### src/logic/tpsd_consts.vh
// constants and register map of the transmit pulse shaper and driver control
// Operation
// j1 template defaults scale 110110, 2% step
// ds1 -7.5 dB template scale 010001, 6.25%
// ds1 -22.5 dB template scale 000100, 25%
// templates: 7-bit samples, 16 per ui, 4 ui
// overlapping pulses overflowing amplitude latch status
// overflow interrupt needs status and enable
// global tristate pin floats every driver
// stuck or badly skewed oscillator floats drivers
// drivers float after any reset
// per-link tristate bit floats that driver
// master mode recovered clock loss floats driver
// slave mode backplane clock loss floats driver
// remote loopback suppresses backplane loss tristate
// transmit power down floats that driver
// tristate conditions act without boundary wait
// driver monitor reports overcurrent as failure state
// failure status set on rise or both edges
// failure interrupt needs status and enable
// software triggers each template sample transfer
// scaling only applies to user templates
// interrupt active low, status sticky until cleared
// four link copies, 0x100 index apart
`ifndef TPSD_CONSTS_VH
`define TPSD_CONSTS_VH

// register indices; byte address is four times the index
`define TPSD_IDX_PSEL 8'h23
`define TPSD_IDX_SCALE 8'h24
`define TPSD_IDX_RAMCTL 8'h25
`define TPSD_IDX_RAMDAT 8'h26
`define TPSD_IDX_IEN0 8'h33
`define TPSD_IDX_IEN1 8'h34
`define TPSD_IDX_EDGE 8'h35
`define TPSD_IDX_LSTAT 8'h36
`define TPSD_IDX_IST0 8'h3A
`define TPSD_IDX_IST1 8'h3B
`define TPSD_IDX_TIMING 8'h70

// field positions
`define TPSD_PSEL_HIZ 4
`define TPSD_PSEL_DMON 5
`define TPSD_CTL_RW 6
`define TPSD_CTL_DONE 7
`define TPSD_TIM_XTS 0
`define TPSD_TIM_MASTER 1
`define TPSD_TIM_RLB 2
`define TPSD_TIM_PD 3

// template codes
`define TPSD_TPL_T1_0_133 4'h2
`define TPSD_TPL_J1 4'h7
`define TPSD_TPL_DS1_0DB 4'h8
`define TPSD_TPL_DS1_7P5 4'h9
`define TPSD_TPL_DS1_22P5 4'hB
`define TPSD_TPL_USER 4'hC

// standard scale codes
`define TPSD_SCALE_J1 6'h36
`define TPSD_SCALE_DS1_7P5 6'h11
`define TPSD_SCALE_DS1_22P5 6'h04

// reset values
`define TPSD_RST_PSEL 8'h17
`define TPSD_RST_TIMING 4'h0

// timing
`define TPSD_PCLK_NS 8
`define TPSD_OSC_STUCK_NS 2000
`define TPSD_LINE_PERIOD_NS 648
`define TPSD_BP_LOSS_LINE_CYCLES 72
`define TPSD_OSC_DUTY_LO 30
`define TPSD_OSC_DUTY_HI 70

`endif

### src/logic/tpsd_top.v
// transmit pulse shaper and line driver control for four links, apb slave
`timescale 1ns/100ps
`include "tpsd_consts.vh"

module tpsd_top #(
    parameter BP_LOSS_CYCLES = `TPSD_BP_LOSS_LINE_CYCLES *
        `TPSD_LINE_PERIOD_NS / `TPSD_PCLK_NS
) (
    // clock and reset
    input wire pclk,
    input wire presetn,
    // apb slave
    input wire psel,
    input wire penable,
    input wire pwrite,
    input wire [31:0] paddr,
    input wire [31:0] pwdata,
    output reg [31:0] prdata,
    output reg pready,
    output reg pslverr,
    // pins
    input wire global_tristate_pin,
    input wire reference_osc_in,
    output reg irq_n,
    // per-link line side
    input wire [3:0] tx_sample_tick,
    input wire [3:0] tx_mark,
    input wire [3:0] tx_mark_neg,
    input wire [3:0] rclk_lost,
    input wire [3:0] bp_clk,
    input wire [3:0] driver_overcurrent,
    output reg [27:0] dac_code,
    output reg [3:0] tx_line_oe
);

localparam OSC_STUCK_CYC = `TPSD_OSC_STUCK_NS / `TPSD_PCLK_NS;
localparam [12:0] BP_LOSS = BP_LOSS_CYCLES;
localparam [15:0] OSC_STUCK = OSC_STUCK_CYC;

// apb decode
wire acc = psel & penable & pready;
wire wr = acc & pwrite;
wire rd = acc & ~pwrite;
// link from address
wire [1:0] lnk = paddr[11:10];
wire [7:0] loc = paddr[9:2];
wire [7:0] wd = pwdata[7:0];

// per-link register state, flattened
reg [31:0] psel_reg;
reg [23:0] scale_reg;
reg [23:0] ramctl_reg;
reg [27:0] ramdat_reg;
reg [15:0] tim_reg;
reg [3:0] ovf_en;
reg [3:0] ovf_st;
reg [3:0] df_en;
reg [3:0] df_es;
reg [3:0] df_state;
reg [3:0] df_st;
reg [3:0] next_hiz;

// template memory: link, ui, sample
reg [6:0] tpl_ram [0:255];

// preset j1 / ds1 0 dB / t1 0-133 ft samples
function [6:0] j1_sample;
    input [5:0] pos;
    begin
        case (pos)
            6'h00: j1_sample = 7'h17;
            6'h01: j1_sample = 7'h27;
            6'h02: j1_sample = 7'h27;
            6'h03: j1_sample = 7'h26;
            6'h04: j1_sample = 7'h25;
            6'h05: j1_sample = 7'h25;
            6'h06: j1_sample = 7'h25;
            6'h07: j1_sample = 7'h24;
            6'h08: j1_sample = 7'h23;
            6'h09: j1_sample = 7'h4A;
            6'h0A: j1_sample = 7'h4A;
            6'h0B: j1_sample = 7'h49;
            6'h0C: j1_sample = 7'h47;
            6'h0D: j1_sample = 7'h45;
            6'h0E: j1_sample = 7'h44;
            6'h0F: j1_sample = 7'h43;
            6'h10: j1_sample = 7'h42;
            6'h11: j1_sample = 7'h41;
            default: j1_sample = 7'h00;
        endcase
    end
endfunction

// standard scale code of a template
function [5:0] std_scale;
    input [3:0] tpl;
    begin
        case (tpl)
            `TPSD_TPL_DS1_7P5: std_scale = `TPSD_SCALE_DS1_7P5;
            // ds1 -22.5 code
            `TPSD_TPL_DS1_22P5: std_scale = `TPSD_SCALE_DS1_22P5;
            default: std_scale = `TPSD_SCALE_J1;
        endcase
    end
endfunction

// address map check
reg hit;
reg [7:0] rd_val;
always @* begin
    hit = 1'b1;
    rd_val = 8'h00;
    case (loc)
        `TPSD_IDX_PSEL: rd_val = psel_reg[8*lnk+:8];
        `TPSD_IDX_SCALE: rd_val = {2'b00, scale_reg[6*lnk+:6]};
        `TPSD_IDX_RAMCTL: rd_val = {2'b00, ramctl_reg[6*lnk+:6]};
        `TPSD_IDX_RAMDAT: rd_val = {1'b0, ramdat_reg[7*lnk+:7]};
        `TPSD_IDX_IEN0: rd_val = {7'h00, df_en[lnk]};
        `TPSD_IDX_IEN1: rd_val = {7'h00, ovf_en[lnk]};
        `TPSD_IDX_EDGE: rd_val = {7'h00, df_es[lnk]};
        `TPSD_IDX_LSTAT: rd_val = {7'h00, df_state[lnk]};
        `TPSD_IDX_IST0: rd_val = {7'h00, df_st[lnk]};
        `TPSD_IDX_IST1: rd_val = {7'h00, ovf_st[lnk]};
        `TPSD_IDX_TIMING: rd_val = {4'h0, tim_reg[4*lnk+:4]};
        default: hit = 1'b0;
    endcase
    if (paddr[31:12] != 20'h00000 || paddr[1:0] != 2'b00) begin
        hit = 1'b0;
        rd_val = 8'h00;
    end
end

// apb response: data captured in setup, answered in first access cycle
always @(posedge pclk or negedge presetn) begin
    if (!presetn) begin
        prdata <= 32'h00000000;
        pready <= 1'b0;
        pslverr <= 1'b0;
    end else begin
        pready <= psel & ~penable;
        pslverr <= psel & ~penable & ~hit;
        if (psel & ~penable)
            prdata <= {24'h000000, rd_val};
    end
end

// software-triggered template memory write
always @(posedge pclk) begin
    // trigger moves one sample
    if (wr && hit && loc == `TPSD_IDX_RAMCTL && wd[`TPSD_CTL_DONE] &&
            !wd[`TPSD_CTL_RW])
        tpl_ram[{lnk, wd[5:0]}] <= ramdat_reg[7*lnk+:7];
end

// reference oscillator monitor
reg ref_prev;
reg [15:0] osc_period;
reg [15:0] osc_high;
reg osc_duty_bad;
reg osc_bad;
wire ref_rise = reference_osc_in & ~ref_prev;
wire [19:0] high_x100 = {4'h0, osc_high} * 20'd100;
wire [22:0] per_lo = {7'h00, osc_period} * 23'd`TPSD_OSC_DUTY_LO;
wire [22:0] per_hi = {7'h00, osc_period} * 23'd`TPSD_OSC_DUTY_HI;
always @(posedge pclk or negedge presetn) begin
    if (!presetn) begin
        ref_prev <= 1'b0;
        // saturated so the first partial period reads as bad
        osc_period <= 16'hFFFF;
        osc_high <= 16'h0000;
        osc_duty_bad <= 1'b1;
        osc_bad <= 1'b1;
    end else begin
        ref_prev <= reference_osc_in;
        if (ref_rise) begin
            // duty outside bounds
            osc_duty_bad <= ({3'b000, high_x100} < per_lo) ||
                ({3'b000, high_x100} > per_hi);
            osc_period <= 16'h0001;
            osc_high <= 16'h0001;
        end else begin
            if (osc_period != 16'hFFFF)
                osc_period <= osc_period + 16'h0001;
            if (reference_osc_in && osc_high != 16'hFFFF)
                osc_high <= osc_high + 16'h0001;
        end
        // stuck level or bad duty
        osc_bad <= osc_duty_bad || (osc_period >= OSC_STUCK);
    end
end

// per-link logic
genvar l;
generate
    for (l = 0; l < 4; l = l + 1) begin : g_link
        localparam [1:0] LID = l;
        wire sel = (lnk == LID) & hit;
        wire wsel = wr & sel;
        wire [3:0] tpl = psel_reg[8*l+:4];
        wire [3:0] tim = tim_reg[4*l+:4];
        reg [3:0] samp_pos;
        reg [3:0] hist_mark;
        reg [3:0] hist_neg;
        reg bp_prev;
        reg [12:0] bp_cnt;
        reg df_prev;
        reg [9:0] sum;
        reg [9:0] mag;
        reg [15:0] scaled;
        reg [6:0] v;
        reg ovf;
        integer k;

        // configuration and status registers
        always @(posedge pclk or negedge presetn) begin
            if (!presetn) begin
                // link tristate set at reset
                psel_reg[8*l+:8] <= `TPSD_RST_PSEL;
                // j1 standard scale default
                scale_reg[6*l+:6] <= `TPSD_SCALE_J1;
                ramctl_reg[6*l+:6] <= 6'h00;
                ramdat_reg[7*l+:7] <= 7'h00;
                tim_reg[4*l+:4] <= `TPSD_RST_TIMING;
                ovf_en[l] <= 1'b0;
                df_en[l] <= 1'b0;
                df_es[l] <= 1'b0;
            end else begin
                if (wsel && loc == `TPSD_IDX_PSEL) begin
                    psel_reg[8*l+:8] <= wd;
                    // standard scale follows template
                    if (wd[3:0] != tpl)
                        scale_reg[6*l+:6] <= std_scale(wd[3:0]);
                end
                if (wsel && loc == `TPSD_IDX_SCALE)
                    scale_reg[6*l+:6] <= wd[5:0];
                if (wsel && loc == `TPSD_IDX_RAMCTL)
                    ramctl_reg[6*l+:6] <= wd[5:0];
                if (wsel && loc == `TPSD_IDX_RAMDAT)
                    ramdat_reg[7*l+:7] <= wd[6:0];
                // read trigger fetches one sample
                if (wsel && loc == `TPSD_IDX_RAMCTL &&
                        wd[`TPSD_CTL_DONE] && wd[`TPSD_CTL_RW])
                    ramdat_reg[7*l+:7] <= tpl_ram[{LID, wd[5:0]}];
                if (wsel && loc == `TPSD_IDX_IEN0)
                    df_en[l] <= wd[0];
                if (wsel && loc == `TPSD_IDX_IEN1)
                    ovf_en[l] <= wd[0];
                if (wsel && loc == `TPSD_IDX_EDGE)
                    df_es[l] <= wd[0];
                if (wsel && loc == `TPSD_IDX_TIMING)
                    tim_reg[4*l+:4] <= wd[3:0];
            end
        end

        // sum of overlapping pulses at this sample position
        always @* begin
            sum = 10'h000;
            mag = 10'h000;
            scaled = 16'h0000;
            v = 7'h00;
            for (k = 0; k < 4; k = k + 1) begin
                // 16 samples per ui over four ui
                if (tpl == `TPSD_TPL_J1 || tpl == `TPSD_TPL_DS1_0DB ||
                        tpl == `TPSD_TPL_T1_0_133)
                    v = j1_sample({k[1:0], samp_pos});
                else
                    v = tpl_ram[{LID, k[1:0], samp_pos}];
                if (hist_mark[k]) begin
                    if (v[6] ^ hist_neg[k])
                        sum = sum - {4'h0, v[5:0]};
                    else
                        sum = sum + {4'h0, v[5:0]};
                end
            end
            mag = sum[9] ? (10'h000 - sum) : sum;
            // scale only user templates
            if (tpl >= `TPSD_TPL_USER)
                scaled = ({6'h00, mag} * {10'h000, scale_reg[6*l+:6]}) >> 5;
            else
                scaled = {6'h00, mag};
            ovf = (scaled > 16'h003F);
        end

        // playout, overflow and interrupt status
        always @(posedge pclk or negedge presetn) begin
            if (!presetn) begin
                samp_pos <= 4'h0;
                hist_mark <= 4'h0;
                hist_neg <= 4'h0;
                dac_code[7*l+:7] <= 7'h00;
                ovf_st[l] <= 1'b0;
                df_state[l] <= 1'b0;
                df_prev <= 1'b0;
                df_st[l] <= 1'b0;
            end else begin
                if (tx_sample_tick[l]) begin
                    samp_pos <= samp_pos + 4'h1;
                    if (samp_pos == 4'hF) begin
                        hist_mark <= {hist_mark[2:0], tx_mark[l]};
                        hist_neg <= {hist_neg[2:0], tx_mark_neg[l]};
                    end
                    dac_code[7*l+:7] <= {sum[9],
                        ovf ? 6'h3F : scaled[5:0]};
                end
                // overflow latched, set wins
                ovf_st[l] <= (ovf_st[l] & ~(rd && sel &&
                    loc == `TPSD_IDX_IST1 && prdata[0])) |
                    (tx_sample_tick[l] & ovf);
                // monitor gates failure state
                df_state[l] <= tim[`TPSD_TIM_PD] ? 1'b0 :
                    driver_overcurrent[l] & psel_reg[8*l+`TPSD_PSEL_DMON];
                df_prev <= df_state[l];
                // rise or either edge
                df_st[l] <= (df_st[l] & ~(rd && sel &&
                    loc == `TPSD_IDX_IST0 && prdata[0])) |
                    ((df_state[l] & ~df_prev) |
                    (df_es[l] & ~df_state[l] & df_prev));
            end
        end

        // backplane clock activity
        always @(posedge pclk or negedge presetn) begin
            if (!presetn) begin
                bp_prev <= 1'b0;
                bp_cnt <= 13'h0000;
            end else begin
                bp_prev <= bp_clk[l];
                if (bp_clk[l] != bp_prev)
                    bp_cnt <= 13'h0000;
                else if (bp_cnt != BP_LOSS)
                    bp_cnt <= bp_cnt + 13'h0001;
            end
        end

        // driver tristate conditions
        always @* begin
            next_hiz[l] = 1'b0;
            // global pin
            if (global_tristate_pin)
                next_hiz[l] = 1'b1;
            // oscillator failure
            if (osc_bad)
                next_hiz[l] = 1'b1;
            // per-link bit
            if (psel_reg[8*l+`TPSD_PSEL_HIZ])
                next_hiz[l] = 1'b1;
            // recovered clock lost
            if (tim[`TPSD_TIM_MASTER] && tim[`TPSD_TIM_XTS] && rclk_lost[l])
                next_hiz[l] = 1'b1;
            // backplane lost, loopback exempt
            if (!tim[`TPSD_TIM_MASTER] && !tim[`TPSD_TIM_XTS] &&
                    bp_cnt == BP_LOSS && !tim[`TPSD_TIM_RLB])
                next_hiz[l] = 1'b1;
            // power down
            if (tim[`TPSD_TIM_PD])
                next_hiz[l] = 1'b1;
        end
    end
endgenerate

// output enables and interrupt
always @(posedge pclk or negedge presetn) begin
    if (!presetn) begin
        // drivers float in reset
        tx_line_oe <= 4'h0;
        irq_n <= 1'b1;
    end else begin
        // next cycle, no boundary wait
        tx_line_oe <= ~next_hiz;
        // enabled status drives low
        irq_n <= ~(|((ovf_st & ovf_en) | (df_st & df_en)));
    end
end

endmodule // tpsd_top

### config.mk
export PLATFORM = sky130hd
export DESIGN_NAME = tpsd_top
export DESIGN_NICKNAME = d
export VERILOG_FILES = /design/src/logic/tpsd_top.v
export VERILOG_INCLUDE_DIRS = /design/src /design/src/logic
export SDC_FILE = /design/constraint.sdc
export NUM_CORES = 2
export LEC_CHECK = 0
export BUFFER_PORTS_ARGS = -buffer_cell sky130_fd_sc_hd__buf_2
export CORE_ASPECT_RATIO = 1.4
export CORE_UTILIZATION = 55
export DETAILED_ROUTE_END_ITERATION = 10
export PLACE_DENSITY = 0.74
export REMOVE_ABC_BUFFERS = 1
export SYNTH_ARGS = -nofsm -noshare
export SYNTH_HDL_FRONTEND = slang
export SYNTH_SLANG_ARGS = --single-unit
### constraint.sdc
create_clock -name pclk -period 11.9 [get_ports pclk]
set_input_delay 0 -clock pclk [delete_from_list [all_inputs] [get_ports pclk]]
set_output_delay 0 -clock pclk [all_outputs]
set_load 0.02 [all_outputs]
Word level (Yosys, flattened, before mapping)
Memories as Yosys holds them, arrays and structs flattened.
Cells that the tools add are included.
W data, S select, Z words.
{ "totals": {"regBits": 334, "latchBits": 0, "ramBits": 1792, "mem_bits_ro": 448, "in_bits": 95, "output_inout_bits": 67, "wordCells": 586, "n_memories": 5} }
{ "op_classes": {"addsub": 42, "mul": 9, "div": 0, "order_cmp": 12, "n_eq_ne": 54, "shift": 5, "n_mux": 137, "bitwise": 96, "n_reduce_logical": 144} }
{ "memory_table": {"columns": ["memory", "depth", "word_bits", "read_ports", "rd_ports_with_merged_regs", "wr", "line", "text"], "rows": [
  ["tpl_ram", 256, 7, 20, 0, 1, "tpsd_top.v:64", "reg [6:0] tpl_ram [0:255];"],
  ["(no name shown)", 16, 7, 1, 0, 0, "tpsd_top.v:70", "case (pos)"],
  ["(no name shown)", 16, 7, 1, 0, 0, "tpsd_top.v:70", null],
  ["(no name shown)", 16, 7, 1, 0, 0, "tpsd_top.v:70", null],
  ["(no name shown)", 16, 7, 1, 0, 0, "tpsd_top.v:70", null]
]} }
{ "op_table": {"columns": ["operator", "n"], "rows": [
  ["$mux W10", 36],
  ["$mux W7", 24],
  ["$add A10 B6 Y10", 12],
  ["$sub A10 B6 Y10", 12],
  ["$mux W13", 8],
  ["$mux W6", 16],
  ["$pmux W8 S11", 1],
  ["$logic_and A1 B1 Y1", 85],
  ["$eq A8 B6 Y1 const B", 10],
  ["$gt A16 B6 Y1 const B", 4],
  ["$mul A10 B6 Y16", 4],
  ["$mux W16", 4],
  ["$pmux W7 S2", 4],
  ["$add A13 B1 Y13 const B", 4],
  ["$eq A13 B13 Y1 const B", 4],
  ["$ne A13 B13 Y1 const B", 4],
  ["$shiftx A24 B6 Y6", 2],
  ["$mux W11", 4],
  ["$and A1 B1 Y1", 43],
  ["$eq A4 B4 Y1 const B", 10],
  ["$sub A1 B10 Y10 const A", 4],
  ["$reduce_bool A2 Y1", 19],
  ["$add A16 B1 Y16 const B", 2],
  ["$mux W1", 32],
  ["other kinds (41)", 151]
]} }

Longest topological paths before layout
{ "depth": {"depth_word": 23, "depth_mapped": 65, "depth_no_buf": 55} }

Least setup slack after synthesis
No wires, ideal clock.
{ "synth_timing": {"kind": "flip-flop to flip-flop", "startpoint": "reg g_link[2].samp_pos[0]", "endpoint": "reg dac_code[18]", "setup_ps": 122, "arrival_time_ps": 13024, "required_time_ps": 11778, "path_slack_ps": -1246, "stages_incl_launch_ff": 62, "n_path_buf": 10, "period_less_slack_ps": 13146, "cell_sequence": "dfrtp_1 > buf_6 > buf_6 > buf_4 > buf_4 > buf_2 > buf_2 > buf_2 > buf_2 > buf_2 > inv_1 > ha_1 > mux2_2 > nand2_1 > o311ai_0 > o311ai_1 > inv_1 > ha_1 > [... 26 more ...] > a31oi_1 > xnor2_1 > and2_1 > fa_1 > inv_1 > fa_1 > inv_1 > fa_1 > ha_1 > and2_1 > a22oi_1 > nand2b_1 > a21oi_1 > o21ai_1 > or3_1 > a21oi_1 > a31o_2 > o21ai_2"} }
{ "synth_via": {"elab_chain_cells": 20, "elab_cells_between_ends": 34, "cone_classes": "add/sub: 8; mul: 1; order compare: 1; eq/ne: 1; mux: 16; bitwise: 4; reduce/logical: 1; memory: 2"} }
{ "synth_rtl": {"columns": ["item", "line", "text"], "rows": [
  ["start, declared", "tpsd_top.v:201", "reg [3:0] samp_pos;"],
  ["start signal, assigned", "tpsd_top.v:297", "samp_pos <= samp_pos + 4'h1;"],
  ["$mem_v2 Z256 W7 or $mem_v2 Z16 W7 (tied branches)", null, null],
  ["$mux W7", "tpsd_top.v:263", "if (tpl == `TPSD_TPL_J1 || tpl == `TPSD_TPL_DS1_0DB ||"],
  ["$sub A1 B6 Y7 or $xor A1 B1 Y1 (tied branches)", "tpsd_top.v:270, tpsd_top.v:269", null],
  ["$mux W10", "tpsd_top.v:269", "if (v[6] ^ hist_neg[k])"],
  ["$mux W10", "tpsd_top.v:268", "if (hist_mark[k]) begin"],
  ["$add A10 B6 Y10 or $sub A10 B6 Y10 (tied branches)", "tpsd_top.v:272, tpsd_top.v:270", null],
  ["$mux W10", "tpsd_top.v:269", null],
  ["$mux W10", "tpsd_top.v:268", null],
  ["[... 4 more ...]", null, null],
  ["$mux W10", "tpsd_top.v:269", null],
  ["$mux W10 (*)", "tpsd_top.v:268", null],
  ["$sub A1 B10 Y10", "tpsd_top.v:275", "mag = sum[9] ? (10'h000 - sum) : sum;"],
  ["$mux W10 (*)", "tpsd_top.v:275", null],
  ["$mul A10 B6 Y16", "tpsd_top.v:278", "scaled = ({6'h00, mag} * {10'h000, scale_reg[6*l+:6]}) >> 5;"],
  ["$mux W11 (*)", "tpsd_top.v:277", "if (tpl >= `TPSD_TPL_USER)"],
  ["$gt A16 B6 Y1", "tpsd_top.v:281", "ovf = (scaled > 16'h003F);"],
  ["$mux W6 (*)", "tpsd_top.v:303", "ovf ? 6'h3F : scaled[5:0]};"],
  ["end signal, assigned by index", "tpsd_top.v:302", "dac_code[7*l+:7] <= {sum[9],"],
  ["end, declared", "tpsd_top.v:32", "output reg [27:0] dac_code,"]
]} }
Mark *: on every way between the ends. The rest lies on a longest branch, timed or not.
A chain may end at the register's enable or synchronous reset.

Worst setup path after layout
{ "layout_timing": {"startpoint": "reg g_link[2].samp_pos[0]", "endpoint": "reg dac_code[15]"} }
The elaborated chain is that of the path after synthesis.

==> summary.txt <==
STA
  • Tmin final: 11.65 ns
  • Setup violators final: 0
  • Clock skew: 0.0478 ns
  • Worst slew pin tran: 1.36 ns
  • Period utilisation layout: 0.979
  • Final Hold Fails: 0
  • Slew Limit Fails: 0
  • Max Freq: 85.8 MHz
  • Rel. slew slack: 0.0873
  • Fin worst setup slack: about 0.25 ns
  • RSZ-0062 raised after global routing: true
  • Final hold slack: approximately 0.064 ns

Drt
  • DRT antenna net count: 0
  • Vias per cell: ~6.8
  • Wire length per cell: 30.1 µm
  • Post-route DRC: 0
  • Routed WL: 347000 µm
  • Drt pass-1 iters: 9
  • 1st-iter DRT viols: 9645
  • DR vias: 78400

CTS
  • Clk buf depth: 4
  • Clock latency on the worst-skew pair: 0.89 ns
  • TritonCTS Sinks: 2126
  • CTS Root Cell: clkbuf_16
  • Inserted Clock Buffers: 203
  • Clock-pin slew on the worst setup and hold paths: 0.07 ns
  • CTS tree: done
  • H-tree Lvls: 4

Global route
  • Initial antenna violation count: 18
  • GRT Total Usage: 0.310
  • Vias in the first global route: between 70000 and 80000
  • First-pass GRT wire length: 512000 µm
  • Gr ovfl total: 0
  • Largest net degree at the start of global routing: 197

Power
  • Pleak: between 0.05 and 0.06 µW
  • VDD IR max: 0.000125 V
  • Pwr Density: 174 nW/µm²

Die
  • Chip Height: roughly 560 µm
  • Std cell rows: about 200
  • IO Count: 162
  • Initial Util: 0.554
  • Die Wd: ~400 µm
  • Die ar.: around 220000 µm²
  • Core area: 219000 µm²

Logic synthesis
  • Post-synth EDFFs: between 1500 and 2000
  • FFs w/ async S/R, synth: 0.157
  • Synth area leaders: edfxtp_1 44%, mux4_2 21%, dfrtp_1 5.8%
  • Top cell type's share of synthesized area: 0.444
  • Sequential fraction of the synthesis area: 0.513
  • Main synth FF type: edfxtp_1
  • Synth Register Bits: 2126
  • Syn Area/Cell: 14.8 µm²
  • Cell Area, Synth: 121000 µm²
  • Synthesis warning total: 0
  • Post-synth cell types: between 100 and 150
  • Yosys top cell by area: edfxtp_1
  • Syn Inst Count: 8192

Placement
  • Pre-CTS setup slack: -0.440 ns
  • # port buffers: 113
  • Inst Count DP: 11000
  • Placer Congestion: around 0.92
  • DP HPWL: 233000 µm

Finish
  • Post-Layout Cell Count: 11500
  • Commonest cells after routing, fill and taps aside: 1792 x edfxtp_1, 1139 x mux4_2, 591 x nor2_1
  • Nets: 9152
  • Most common cell after layout, fill and taps aside: edfxtp_1
  • Area Overhead vs Synth: 11.4%
  • Max FFs per register: ~1800
  • Layout cell share with drive strength beyond 1: 0.268

Job
  • Max_cap viols: 0

Outcome
  • Status: finished clean

Setup path
  • CP max-delay cell: fa_1
  • Crit path max fanout: 6
  • Crit Path Class: register to register
  • Worst path most repeated cell: buf_6
  • WP data arrival: 12.39 ns
  • CP endpoint kind: register
  • Critical Path RT: 12.64 ns
  • Setup crit start kind: register
  • Worst path max stage delay: 0.57 ns

Worst hold path
  • Hold WC Path Type: input pin to register
==> cells in the mapped netlist, types with 189 or more instances <==
cell,count
a21oi_1,229
and2_1,189
clkbuf_1,251
dfrtp_1,283
edfxtp_1,1792
fa_1,192
ha_1,388
inv_1,476
mux4_2,1146
nand2_1,538
nor2_1,596
o21ai_0,235
xnor2_1,219
==> layout make-up <==
type / instances / area (µm²)
Fill cell: 15400 / 83600
Tap cell: 2870 / 3590
Clock buffer: 248 / 5380
Clock inverter: 119 / 1490
Antenna cell: 8 / 20.0
Timing Repair Buffer: 532 / 4470
Multi-Input combinational cell: 5134 / 56100
Sequential cell: 2126 / 62300
Inverter: 480 / 1800
==> worst paths after layout <==
path / startpoint / end / slack (ns) / cells past startpoint
setup / recovery: g_link[2].samp_pos[0] / dac_code[15] / 0.25 / 57
hold / removal: rclk_lost[1] / tx_line_oe[1] / 0.06 / 5
setup reg to reg: g_link[2].samp_pos[0] / dac_code[15] / 0.25 / 57
hold reg to reg: df_state[1] / g_link[1].df_prev / 0.42 / 0
max in group asynchronous: presetn / g_link[3].samp_pos[2] / 9.18 / 6
min in group asynchronous: presetn / g_link[0].tpl[1] / 0.31 / 3
==> worst max-delay path, delay by kind of cell, from the launching register on <==
kind	cells	cell delay [ns]
adder cells (fa/ha/maj)	8	2.96
multiplexers	3	1.22
flip-flops	1	0.52
AO/OA/AOI/OAI	13	2.55
XOR/XNOR	8	1.38
AND/OR/NAND/NOR	13	1.47
buffers and inverters	12	1.40
==> cell families after synthesis <==
family	share of synthesized area
AO/OA/AOI/OAI	0.0481
XOR/XNOR	0.0270
adder cells (fa/ha/maj)	0.0728
buffers and inverters	0.0321
flip-flops	0.513
multiplexers	0.236
other	0.0000309
AND/OR/NAND/NOR	0.0709
==> repair_timing <==
| item | CTS | global route |
|---|---|---|
| buffers inserted | 11 | 44 |
| endpoints found under the setup margin | 13 | 28 |
| pin swaps | 4 | 77 |
| hold buffers | 87 | 0 |
| gates resized for setup | 10 | 185 |
| gates cloned | 0 | 3 |
| endpoints found under the hold margin | 382 | 0 |
==> stage by stage <==
| stage | util | power, µW | cell area, µm² | setup TNS, ns |
|---|---|---|---|---|
| global route | 0.618 | 24500 | 135000 | -2.67 |
| floorplan | - | 13800 | 119000 | -89.95 |
| detailed placement | 0.576 | 16200 | 126000 | -3.68 |
| CTS | 0.612 | 23000 | 134000 | 0 |
| global placement | 0.576 | 16000 | 126000 | -1.87 |
| finish | 0.618 | 23500 | 135000 | 0 |
==> power by group <==
group / switching, µW / internal, µW / leakage, µW
combinational: 4520 / 3710 / 0.0246
sequential: 277 / 8120 / 0.0251
clock: 2950 / 3920 / 0.00333
==> layer usage <==
metal  part of all wire  GRT usage  vias to the layer above  wire [µm]
met5            0.00032          0                        -        112
met4              0.071      0.191                       16      24600
met3              0.097     0.0648                     1112      33700
met2               0.50      0.520                     4844     173000
met1               0.33      0.367                    40200     115000
li1                   -          -                    32200          -
Note: power is estimated with default switching activity, not from simulation.
